$ cat src/rtl/frs_pkg.sv
package frs_pkg;

   // System clock period
   localparam int CLK_NS          = 50;
   localparam int CNT_W           = 20;
   localparam int BIT_W           = 4;

   // Least time to whole cycles, never below one
   function automatic int ns2cyc(input int ns);
      int c;
      c = (ns + CLK_NS - 1) / CLK_NS;
      return (c < 1) ? 1 : c;
   endfunction

   // Reset timing
   localparam int POWERUP_NS      = 300000;
   localparam int SETUP_NS        = 50;
   localparam int PULSE_NS        = 200;
   localparam int HOLD_NS         = 50;
   localparam int RECOVERY_NS     = 35000;
   localparam int POWERUP_CYC     = ns2cyc(POWERUP_NS);
   localparam int SETUP_CYC       = ns2cyc(SETUP_NS);
   localparam int PULSE_CYC       = ns2cyc(PULSE_NS);
   localparam int HOLD_CYC        = ns2cyc(HOLD_NS);
   localparam int RECOVERY_CYC    = ns2cyc(RECOVERY_NS);
   localparam int SYNC_LAT        = 4;

   // Deselect time between commands
   localparam int DESEL_READ_NS   = 10;
   localparam int DESEL_PROG_NS   = 50;
   localparam int DESEL_READ_CYC  = ns2cyc(DESEL_READ_NS);
   localparam int DESEL_PROG_CYC  = ns2cyc(DESEL_PROG_NS);

   // Link clock limits per command class
   localparam int LINK_HALF_NS    = 400;
   localparam int RATE_PLAIN_MHZ  = 50;
   localparam int RATE_SINGLE_MHZ = 133;
   localparam int RATE_MULTI_MHZ  = 104;
   localparam int RATE_QPP_MHZ    = 80;

   // Half period in cycles for a rate limit
   function automatic int half_cyc(input int mhz);
      int h;
      h = ns2cyc((1000 + 2 * mhz - 1) / (2 * mhz));
      return (h < ns2cyc(LINK_HALF_NS)) ? ns2cyc(LINK_HALF_NS) : h;
   endfunction

   localparam int BYTE_BITS       = 8;

   typedef logic [CNT_W-1:0] frs_cnt_t;

   typedef enum logic [1:0] {
      CLS_PLAIN_READ = 2'h0,
      CLS_SINGLE     = 2'h1,
      CLS_MULTI_READ = 2'h2,
      CLS_QPP        = 2'h3
   } frs_class_e;

   typedef enum logic [5:0] {
      D_POWERUP = 6'h01,
      D_RSTHOLD = 6'h02,
      D_PULSE   = 6'h04,
      D_RECOVER = 6'h08,
      D_STANDBY = 6'h10,
      D_ACTIVE  = 6'h20
   } frs_dstate_e;

   typedef enum logic [5:0] {
      H_POWERUP = 6'h01,
      H_IDLE    = 6'h02,
      H_SHIFT   = 6'h04,
      H_GAP     = 6'h08,
      H_RSTLOW  = 6'h10,
      H_RSTHOLD = 6'h20
   } frs_hstate_e;

endpackage

$ cat src/rtl/frs_link_if.sv
`timescale 1ns/10ps
interface frs_link_if;
   logic sclk;
   logic cs_n;
   logic restart_n;
   logic si;
   logic so;
   logic so_oe_n;
   logic so_line;

   // Output line floats high while undriven
   assign so_line = so_oe_n ? 1'b1 : so;

   modport dev  (input sclk, cs_n, restart_n, si, output so, so_oe_n);
   modport host (output sclk, cs_n, restart_n, si, input so_line);
endinterface

$ cat src/rtl/frs_sync.sv
`timescale 1ns/10ps
module frs_sync #(
   parameter int           W    = 1,
   parameter logic [W-1:0] INIT = '0
) (
   input  wire logic         sys_clk,
   input  wire logic         rst_n,
   input  wire logic         clk_en,
   input  wire logic [W-1:0] d,
   output logic      [W-1:0] q
);
   logic [W-1:0] ff1;
   logic [W-1:0] ff2;
   logic [W-1:0] ff3;
   logic [W-1:0] next_q;

   // Take a bit only once stages two and three agree
   always_comb begin
      for (int i = 0; i < W; i++) begin
         next_q[i] = (ff2[i] == ff3[i]) ? ff3[i] : q[i];
      end
   end

   // Three stage chain
   always_ff @(posedge sys_clk or negedge rst_n) begin
      if (!rst_n) begin
         ff1 <= INIT;
         ff2 <= INIT;
         ff3 <= INIT;
         q   <= INIT;
      end else if (clk_en) begin
         ff1 <= d;
         ff2 <= ff1;
         ff3 <= ff2;
         q   <= next_q;
      end
   end
endmodule

$ cat src/rtl/frs_device.sv
`timescale 1ns/10ps
// Behaviour
// (RULE1) Cold start ends after full powerup interval
// (RULE2) Host keeps deselected during powerup interval
// (RULE3) Restart level ignored during cold start
// (RULE4) Restart low at powerup end delays select
// (RULE5) Restart low at powerup end holds reset
// (RULE6) Host keeps restart high before new restart
// (RULE7) Restart falling edge starts short recovery
// (RULE8) Failed cold start makes restart rerun powerup
// (RULE9) Long restart pulse aborts, floats, ignores commands
// (RULE10) Host deselects during recovery, then waits hold
// (RULE11) Pulse width plus hold covers recovery
// (RULE12) Plain reads at most 50 MHz
// (RULE13) Single line commands at most 133 MHz
// (RULE14) Dual and quad reads at most 104 MHz
// (RULE15) Quad page program at most 80 MHz
// (RULE16) Deselect 10 ns reads, 50 ns program
// (RULE17) Stay active until operation completes, then standby
// (RULE18) Powerup interval is a host parameter
module frs_device #(
   parameter int POWERUP_CYCLES = frs_pkg::POWERUP_CYC
) (
   input  wire logic        sys_clk,
   input  wire logic        rst_n,
   input  wire logic        clk_en,
   frs_link_if.dev          link,
   input  wire logic        vcc_ok,
   input  wire logic        por_fail,
   input  wire logic        op_busy,
   input  wire logic [7:0]  tx_byte,
   output logic      [7:0]  rx_byte,
   output logic             rx_valid,
   output logic             op_abort,
   output logic             standby,
   output logic             in_reset
);
   import frs_pkg::*;

   localparam frs_cnt_t PU_END   = frs_cnt_t'(POWERUP_CYCLES);
   localparam frs_cnt_t PULS_END = frs_cnt_t'(PULSE_CYC);
   localparam frs_cnt_t RECV_END = frs_cnt_t'(RECOVERY_CYC);
   localparam logic [BIT_W-1:0] LAST_BIT = BIT_W'(BYTE_BITS - 1);

   // Synchronised link pins
   logic [3:0]       pins;
   logic             sclk_s;
   logic             cs_n_s;
   logic             rst_s;
   logic             si_s;

   frs_sync #(
      .W    (4),
      .INIT (4'h6)                                         // Idle: clock low, select high
   ) u_sync (
      .sys_clk (sys_clk),
      .rst_n   (rst_n),
      .clk_en  (clk_en),
      .d       ({link.sclk, link.cs_n, link.restart_n, link.si}),
      .q       (pins)
   );

   assign {sclk_s, cs_n_s, rst_s, si_s} = pins;

   // Control state
   frs_dstate_e      state;
   frs_dstate_e      next_state;
   frs_cnt_t         cnt;
   frs_cnt_t         next_cnt;
   logic             por_bad;
   logic             next_por_bad;
   logic             sclk_d;
   logic             cs_n_d;
   logic             rst_d;
   logic             next_op_abort;
   logic             rst_fall;

   assign rst_fall = rst_d & ~rst_s;

   // Reset sequencing
   always_comb begin
      next_state    = state;
      next_cnt      = cnt;
      next_por_bad  = por_bad;
      next_op_abort = 1'b0;
      case (state)
         D_POWERUP: begin
            // Restart level looked at only when powerup ends
            next_cnt = cnt + frs_cnt_t'(1);                 // see (RULE3)
            if (cnt >= PU_END - frs_cnt_t'(1)) begin        // see (RULE1)
               next_cnt     = '0;
               next_por_bad = por_fail;
               if (!rst_s) begin
                  next_state = D_RSTHOLD;                   // see (RULE5)
               end else begin
                  next_state = D_STANDBY;
               end
            end
         end
         D_RSTHOLD: begin
            // Leave only when restart released
            if (rst_s) begin
               next_state = D_STANDBY;                      // see (RULE5)
            end
         end
         D_PULSE: begin
            next_cnt = cnt + frs_cnt_t'(1);
            if (rst_s) begin
               next_state = D_STANDBY;
            end else if (cnt >= PULS_END - frs_cnt_t'(1)) begin
               next_state    = D_RECOVER;                   // see (RULE9)
               next_op_abort = 1'b1;
            end
         end
         D_RECOVER: begin
            // Counted from the restart edge
            next_cnt = cnt + frs_cnt_t'(1);
            if (cnt >= RECV_END - frs_cnt_t'(1)) begin      // see (RULE7)
               next_cnt   = '0;
               next_state = rst_s ? D_STANDBY : D_RSTHOLD;
            end
         end
         D_STANDBY: begin
            if (!cs_n_s) begin
               next_state = D_ACTIVE;
            end
         end
         D_ACTIVE: begin
            // Deselected but busy stays active
            if (cs_n_s && !op_busy) begin
               next_state = D_STANDBY;                      // see (RULE17)
            end
         end
         default: begin
            next_state = D_POWERUP;
            next_cnt   = '0;
         end
      endcase
      // Restart edge in standby, active or restart hold
      if (rst_fall && (state == D_STANDBY || state == D_ACTIVE || state == D_RSTHOLD)) begin
         next_cnt = frs_cnt_t'(1);
         if (por_bad) begin
            next_state   = D_POWERUP;                       // see (RULE8)
            next_cnt     = '0;
            next_por_bad = 1'b0;
         end else begin
            next_state = D_PULSE;                           // see (RULE7)
         end
      end
      // Supply below threshold restarts cold start
      if (!vcc_ok) begin
         next_state = D_POWERUP;                            // see (RULE1)
         next_cnt   = '0;
      end
   end

   always_ff @(posedge sys_clk or negedge rst_n) begin
      if (!rst_n) begin
         state    <= D_POWERUP;
         cnt      <= '0;
         por_bad  <= 1'b0;
         op_abort <= 1'b0;
         sclk_d   <= 1'b0;
         cs_n_d   <= 1'b1;
         rst_d    <= 1'b1;
      end else if (clk_en) begin
         state    <= next_state;
         cnt      <= next_cnt;
         por_bad  <= next_por_bad;
         op_abort <= next_op_abort;
         sclk_d   <= sclk_s;
         cs_n_d   <= cs_n_s;
         rst_d    <= rst_s;
      end
   end

   // Serial shift path
   logic [7:0]       rx_sh;
   logic [7:0]       next_rx_sh;
   logic [7:0]       tx_sh;
   logic [7:0]       next_tx_sh;
   logic [BIT_W-1:0] bits;
   logic [BIT_W-1:0] next_bits;
   logic [7:0]       next_rx_byte;
   logic             next_rx_valid;
   logic             next_so;
   logic             next_so_oe_n;
   logic             next_standby;
   logic             next_in_reset;
   logic             so_q;
   logic             so_oe_n_q;
   logic             live;

   assign live = (state == D_ACTIVE) && !cs_n_s;

   always_comb begin
      next_rx_sh    = rx_sh;
      next_tx_sh    = tx_sh;
      next_bits     = bits;
      next_rx_byte  = rx_byte;
      next_rx_valid = 1'b0;
      if (cs_n_d && !cs_n_s) begin
         next_tx_sh = tx_byte;
         next_bits  = '0;
      end else if (live && !sclk_d && sclk_s) begin
         // Commands only taken when active
         next_rx_sh = {rx_sh[6:0], si_s};                   // see (RULE9)
         next_bits  = bits + BIT_W'(1);
         if (bits == LAST_BIT) begin
            next_rx_byte  = {rx_sh[6:0], si_s};
            next_rx_valid = 1'b1;
            next_bits     = '0;
         end
      end else if (live && sclk_d && !sclk_s) begin
         next_tx_sh = {tx_sh[6:0], 1'b0};
      end
      // Registers cleared as on cold start
      if (state == D_POWERUP || rst_fall) begin
         next_rx_sh   = '0;                                 // see (RULE7)
         next_tx_sh   = '0;
         next_bits    = '0;
         next_rx_byte = '0;
      end
      next_so       = next_tx_sh[7];
      next_so_oe_n  = !(live && next_state == D_ACTIVE);    // see (RULE9)
      next_standby  = (next_state == D_STANDBY);
      next_in_reset = (next_state == D_POWERUP) || (next_state == D_RSTHOLD) ||
                      (next_state == D_PULSE) || (next_state == D_RECOVER);
   end

   always_ff @(posedge sys_clk or negedge rst_n) begin
      if (!rst_n) begin
         rx_sh     <= '0;
         tx_sh     <= '0;
         bits      <= '0;
         rx_byte   <= '0;
         rx_valid  <= 1'b0;
         so_q      <= 1'b0;
         so_oe_n_q <= 1'b1;
         standby   <= 1'b0;
         in_reset  <= 1'b1;
      end else if (clk_en) begin
         rx_sh     <= next_rx_sh;
         tx_sh     <= next_tx_sh;
         bits      <= next_bits;
         rx_byte   <= next_rx_byte;
         rx_valid  <= next_rx_valid;
         so_q      <= next_so;
         so_oe_n_q <= next_so_oe_n;
         standby   <= next_standby;
         in_reset  <= next_in_reset;
      end
   end

   // Link outputs straight from flops
   assign link.so      = so_q;
   assign link.so_oe_n = so_oe_n_q;
endmodule

$ cat src/flat_wrapper.sv
// flat-port wrapper written by rule: the top's interface ports become plain ports
module frs_device_flat import frs_pkg::*;
#(
   parameter int POWERUP_CYCLES = frs_pkg::POWERUP_CYC
)
  (sys_clk, rst_n, clk_en, vcc_ok, por_fail, op_busy, tx_byte, rx_byte, rx_valid, op_abort, standby, in_reset, link_sclk, link_cs_n, link_restart_n, link_si, link_so, link_so_oe_n);
  frs_link_if link_i ();
  input  wire logic sys_clk;
  input  wire logic rst_n;
  input  wire logic clk_en;
  input  wire logic vcc_ok;
  input  wire logic por_fail;
  input  wire logic op_busy;
  input  wire logic [7:0] tx_byte;
  output logic      [7:0] rx_byte;
  output logic rx_valid;
  output logic op_abort;
  output logic standby;
  output logic in_reset;
  input wire logic [$bits(link_i.sclk)-1:0] link_sclk;
  input wire logic [$bits(link_i.cs_n)-1:0] link_cs_n;
  input wire logic [$bits(link_i.restart_n)-1:0] link_restart_n;
  input wire logic [$bits(link_i.si)-1:0] link_si;
  output wire logic [$bits(link_i.so)-1:0] link_so;
  output wire logic [$bits(link_i.so_oe_n)-1:0] link_so_oe_n;
  assign link_i.sclk = link_sclk;
  assign link_i.cs_n = link_cs_n;
  assign link_i.restart_n = link_restart_n;
  assign link_i.si = link_si;
  assign link_so = link_i.so;
  assign link_so_oe_n = link_i.so_oe_n;
  frs_device #(.POWERUP_CYCLES(POWERUP_CYCLES)) u_core (.sys_clk(sys_clk), .rst_n(rst_n), .clk_en(clk_en), .link(link_i), .vcc_ok(vcc_ok), .por_fail(por_fail), .op_busy(op_busy), .tx_byte(tx_byte), .rx_byte(rx_byte), .rx_valid(rx_valid), .op_abort(op_abort), .standby(standby), .in_reset(in_reset));
endmodule
$ cat config.mk
export PLATFORM = sky130hd
export DESIGN_NAME = frs_device_flat
export DESIGN_NICKNAME = d
export VERILOG_FILES = /design/src/rtl/frs_pkg.sv /design/src/rtl/frs_link_if.sv /design/src/rtl/frs_sync.sv /design/src/rtl/frs_device.sv /design/src/flat_wrapper.sv
export SDC_FILE = /design/constraint.sdc
export NUM_CORES = 1
export LEC_CHECK = 0
export BUFFER_PORTS_ARGS = -buffer_cell sky130_fd_sc_hd__buf_2
export CAP_MARGIN = 20
export CORE_ASPECT_RATIO = 2
export CORE_MARGIN = 2
export CORE_UTILIZATION = 45
export CTS_CLUSTER_SIZE = 16
export DETAILED_ROUTE_END_ITERATION = 6
export SLEW_MARGIN = 20
export SYNTH_ARGS = -nofsm -noshare
export SYNTH_HDL_FRONTEND = slang
export SYNTH_SLANG_ARGS = --single-unit
export TNS_END_PERCENT = 30
$ cat constraint.sdc
create_clock -name sys_clk -period 4.63 [get_ports sys_clk]
set_clock_uncertainty 0.1 [all_clocks]
set_input_delay 1.389 -clock sys_clk [delete_from_list [all_inputs] [get_ports sys_clk]]
set_output_delay 1.389 -clock sys_clk [all_outputs]
set_load 0.02 [all_outputs]
==> impl_metrics.json <==
{
  "min_period_ps": 3370,
  "fmax_mhz": 297,
  "cp.arrival_ps": 3460,
  "synthArstFlopShare_pct": 100,
  "synth_top_family_by_area": "simple AND/OR/NAND/NOR gates",
  "status": "finished, final reports clean",
  "start_kind": "input pin",
  "slew_violations": 0,
  "grt_pass1_vias": 3400,
  "clkPwrFrac_pct": 35.8,
  "power_density_mw_per_mm2": 407,
  "cp_top_family": "simple AND/OR/NAND/NOR gates",
  "ir_drop_uv": 163,
  "hpwl_um": 7070,
  "ant_nets": 0,
  "grt_usage_pct": 21.0,
  "synth-compound-area-share_pct": 18.7,
  "synthMuxAreaShare_pct": 4.72,
  "hold_ws_ps": 373,
  "clock-sinks": 78,
  "relSlewSlack_pct": 33.9,
  "syn-instance-count": 450,
  "dp_cells": 559,
  "cpMaxStageDelayCell": "buf_2",
  "die_x_um": 71.5,
  "fillers": 870,
  "first_iter_violations": 287,
  "gp_congestion": 0.890,
  "wl_per_cell_um": 17.3,
  "io_pins": 32,
  "synthesis.area_mm2": 0.00411,
  "p_seq_share_pct": 45.2,
  "synth-seq-cells": 78,
  "dieArea_mm2": 0.00995,
  "hold_viol_final": 0,
  "period_share_pct": 72.8,
  "grt_max_degree": 79,
  "clk-insertion-delay-late_ps": 340,
  "postLayoutCoreUtil_pct": 51.2,
  "clockBufferDepth": 2,
  "critPathMaxStageDelay_ps": 570,
  "post_cts_buffers": 0,
  "yosys.cell_types.count": 61,
  "synthXorXnorAreaFrac_pct": 0.853,
  "grt_overflow_total": 0,
  "cts_hold_buf": 0,
  "p_leak_nw": 1.97,
  "tns_ps": 0,
  "path_clk_slew_ps": 60,
  "crit_buf_inv": 1,
  "synthAdderAreaFrac_pct": 0.884,
  "syn_nets": 470,
  "grt_pass1_wl_um": 16400,
  "portBuffers": 31,
  "hold_class": "reg2reg",
  "vias": 3462,
  "synth_seq_area_share_pct": 47.9,
  "critPathCaptureType": "flop",
  "cts_tree": "yes",
  "fin_cells": 575,
  "numCtsBuffers": 9,
  "synth.avg_cell_area_um2": 9.13,
  "antenna_cells": 0,
  "num-nets-final": 488,
  "synth-simple-area-share_pct": 22.8,
  "netSwitchingPower_mw": 0.580,
  "setup_viol": 0,
  "synth_flop_cell": "dfrtp_1",
  "maxCapViolCount": 0,
  "postLayoutCellArea_mm2": 0.00458,
  "final_layout_size_suffix_gt1_share_pct": 17.3,
  "swShare_pct": 31.1,
  "cp.required_ps": 4720,
  "coreArea_mm2": 0.00895,
  "ctsResizeCount": 0,
  "htree_levels": 3,
  "fin_ws_ps": 1260,
  "first_pass_iters": 4,
  "cts_root_buffer": "clkbuf_16",
  "rsz0062_at_grt": "no",
  "dpl_cell_area_mm2": 0.00430,
  "power.total_mw": 1.86,
  "syn2layout_area_growth_pct": 11.6,
  "synth_warnings": 0,
  "start_util_pct": 45.9,
  "drcViolationCount": 0,
  "synth-edff-count": 0,
  "post-place-ws_ps": 895,
  "crit_type": "in2reg",
  "cp_cell_sequence": "buf_2 -> nor4bb_1 -> nand3_1 -> nor3_1 -> o21ai_1 -> nand2_1 -> o21ai_0",
  "dieHeight_um": 139,
  "viasPerCell": 6.02,
  "fp-row-count": 49,
  "drt_wl_total_um": 9940,
  "cp_max_fo": 39,
  "antenna_found_initial": 0,
  "p_int_mw": 1.28,
  "tightest_slew_ps": 992,
  "combPwrFrac_pct": 19.0
}
-- Yosys cell counts, drive strengths merged (6+ instances only) --
master / number / area [um2]
nor4: 10 / 62.6
nand2: 60 / 225
nor2: 26 / 97.6
dfrtp: 65 / 1630
mux2i: 7 / 70.1
inv: 11 / 41.3
o21ai: 48 / 244
mux2: 11 / 124
clkbuf: 16 / 60.1
nor3: 16 / 80.1
nand3: 16 / 80.1
nand4: 9 / 56.3
a21oi: 30 / 150
nor2b: 9 / 56.3
or3: 6 / 42.5
buf: 12 / 62.6
dfstp: 13 / 342
o31ai: 10 / 75.1
and3: 9 / 56.3
-- final timing paths --
path / endpoint / start / depth (start not counted) / slack (ps)
worst min register to register: u_core.tx_sh[1] / u_core.tx_sh[1] / 2 / 370
max in group asynchronous: u_core.op_abort / rst_n / 1 / 2670
worst min-delay path: u_core.tx_sh[1] / u_core.tx_sh[1] / 2 / 370
worst max register to register: u_core.rx_byte[7] / u_core.state[3] / 6 / 1990
min in group asynchronous: u_core.cnt[1] / rst_n / 1 / 1110
worst max-delay path: u_core.rx_byte[7] / clk_en / 7 / 1260
-- layer usage --
metal / global-route usage, % / vias to the layer above / part of all wire, %
li1: - / 1679 / -
met1: 21.9 / 1677 / 38
met2: 37.5 / 77 / 55
met3: 4.58 / 29 / 3.1
met4: 11.6 / 0 / 3.7
met5: 0 / - / 0
-- power groups by stage --
| stage | clock, mW | combinational, mW | sequential (mW) |
|---|---|---|---|
| after floorplan | 0 | 0.266 | 0.825 |
| after global placement | 0 | 0.349 | 0.849 |
| after detailed placement | 0 | 0.357 | 0.851 |
| after CTS | 0.678 | 0.358 | 0.840 |
| after global routing | 0.709 | 0.399 | 0.852 |
| final | 0.668 | 0.354 | 0.842 |
-- worst min-delay path, delay by kind of cell (launching register included) --
kind / cells / cell delay [ps]
flops: 1 / 340
simple gates: 1 / 50
compound gates: 1 / 50
-- flip-flops by register name, summed over array words and instances (netlist names), 4 cells and up --
name	cells
u_core.u_sync.q	4
u_core.rx_byte	8
u_core.u_sync.ff3	4
u_core.u_sync.ff1	4
u_core.state	6
u_core.rx_sh	7
u_core.bits	4
u_core.u_sync.ff2	4
u_core.tx_sh	7
u_core.cnt	20
-- cell type report --
| type | count | area, um2 | area share (%) |
|---|---|---|---|
| multi-input combinational | 332 | 1980 | 43.1 |
| clock buffer | 12 | 246 | 5.38 |
| tap | 102 | 128 | 2.78 |
| inverter | 12 | 45.0 | 0.983 |
| sequential | 78 | 1970 | 42.9 |
| clock inverter | 4 | 32.5 | 0.710 |
| timing repair buffer | 35 | 188 | 4.09 |
-- cell usage in the layout (no fill, tap or decap), types with 3 or more instances in the layout --
cell type	instances
dfstp_2	13
and3_1	9
nor3_1	16
nor2b_1	8
a22o_1	3
nand2b_1	3
o21ai_0	39
o31ai_1	10
mux2_2	11
buf_2	30
nand4_1	9
inv_1	11
a211oi_1	3
a21oi_1	29
dfrtp_1	65
nand2_1	60
or4_1	3
a31oi_1	3
nor4_1	10
clkbuf_16	9
buf_4	5
o22ai_1	3
or3_1	5
nor2_1	26
a21o_1	5
nand3_1	16
nor4b_1	3
o21ai_1	8
nand3b_1	3
mux2i_1	7
-- kinds of logic after synthesis --
| kind of cell | after synthesis |
|---|---|
| buf+inv | 40 |
| xor+xnor | 4 |
| compound gates | 124 |
| mux | 18 |
| fa+ha+maj | 3 |
| flops | 78 |
| simple gates | 183 |
Note: power is estimated with default switching activity, not from simulation.
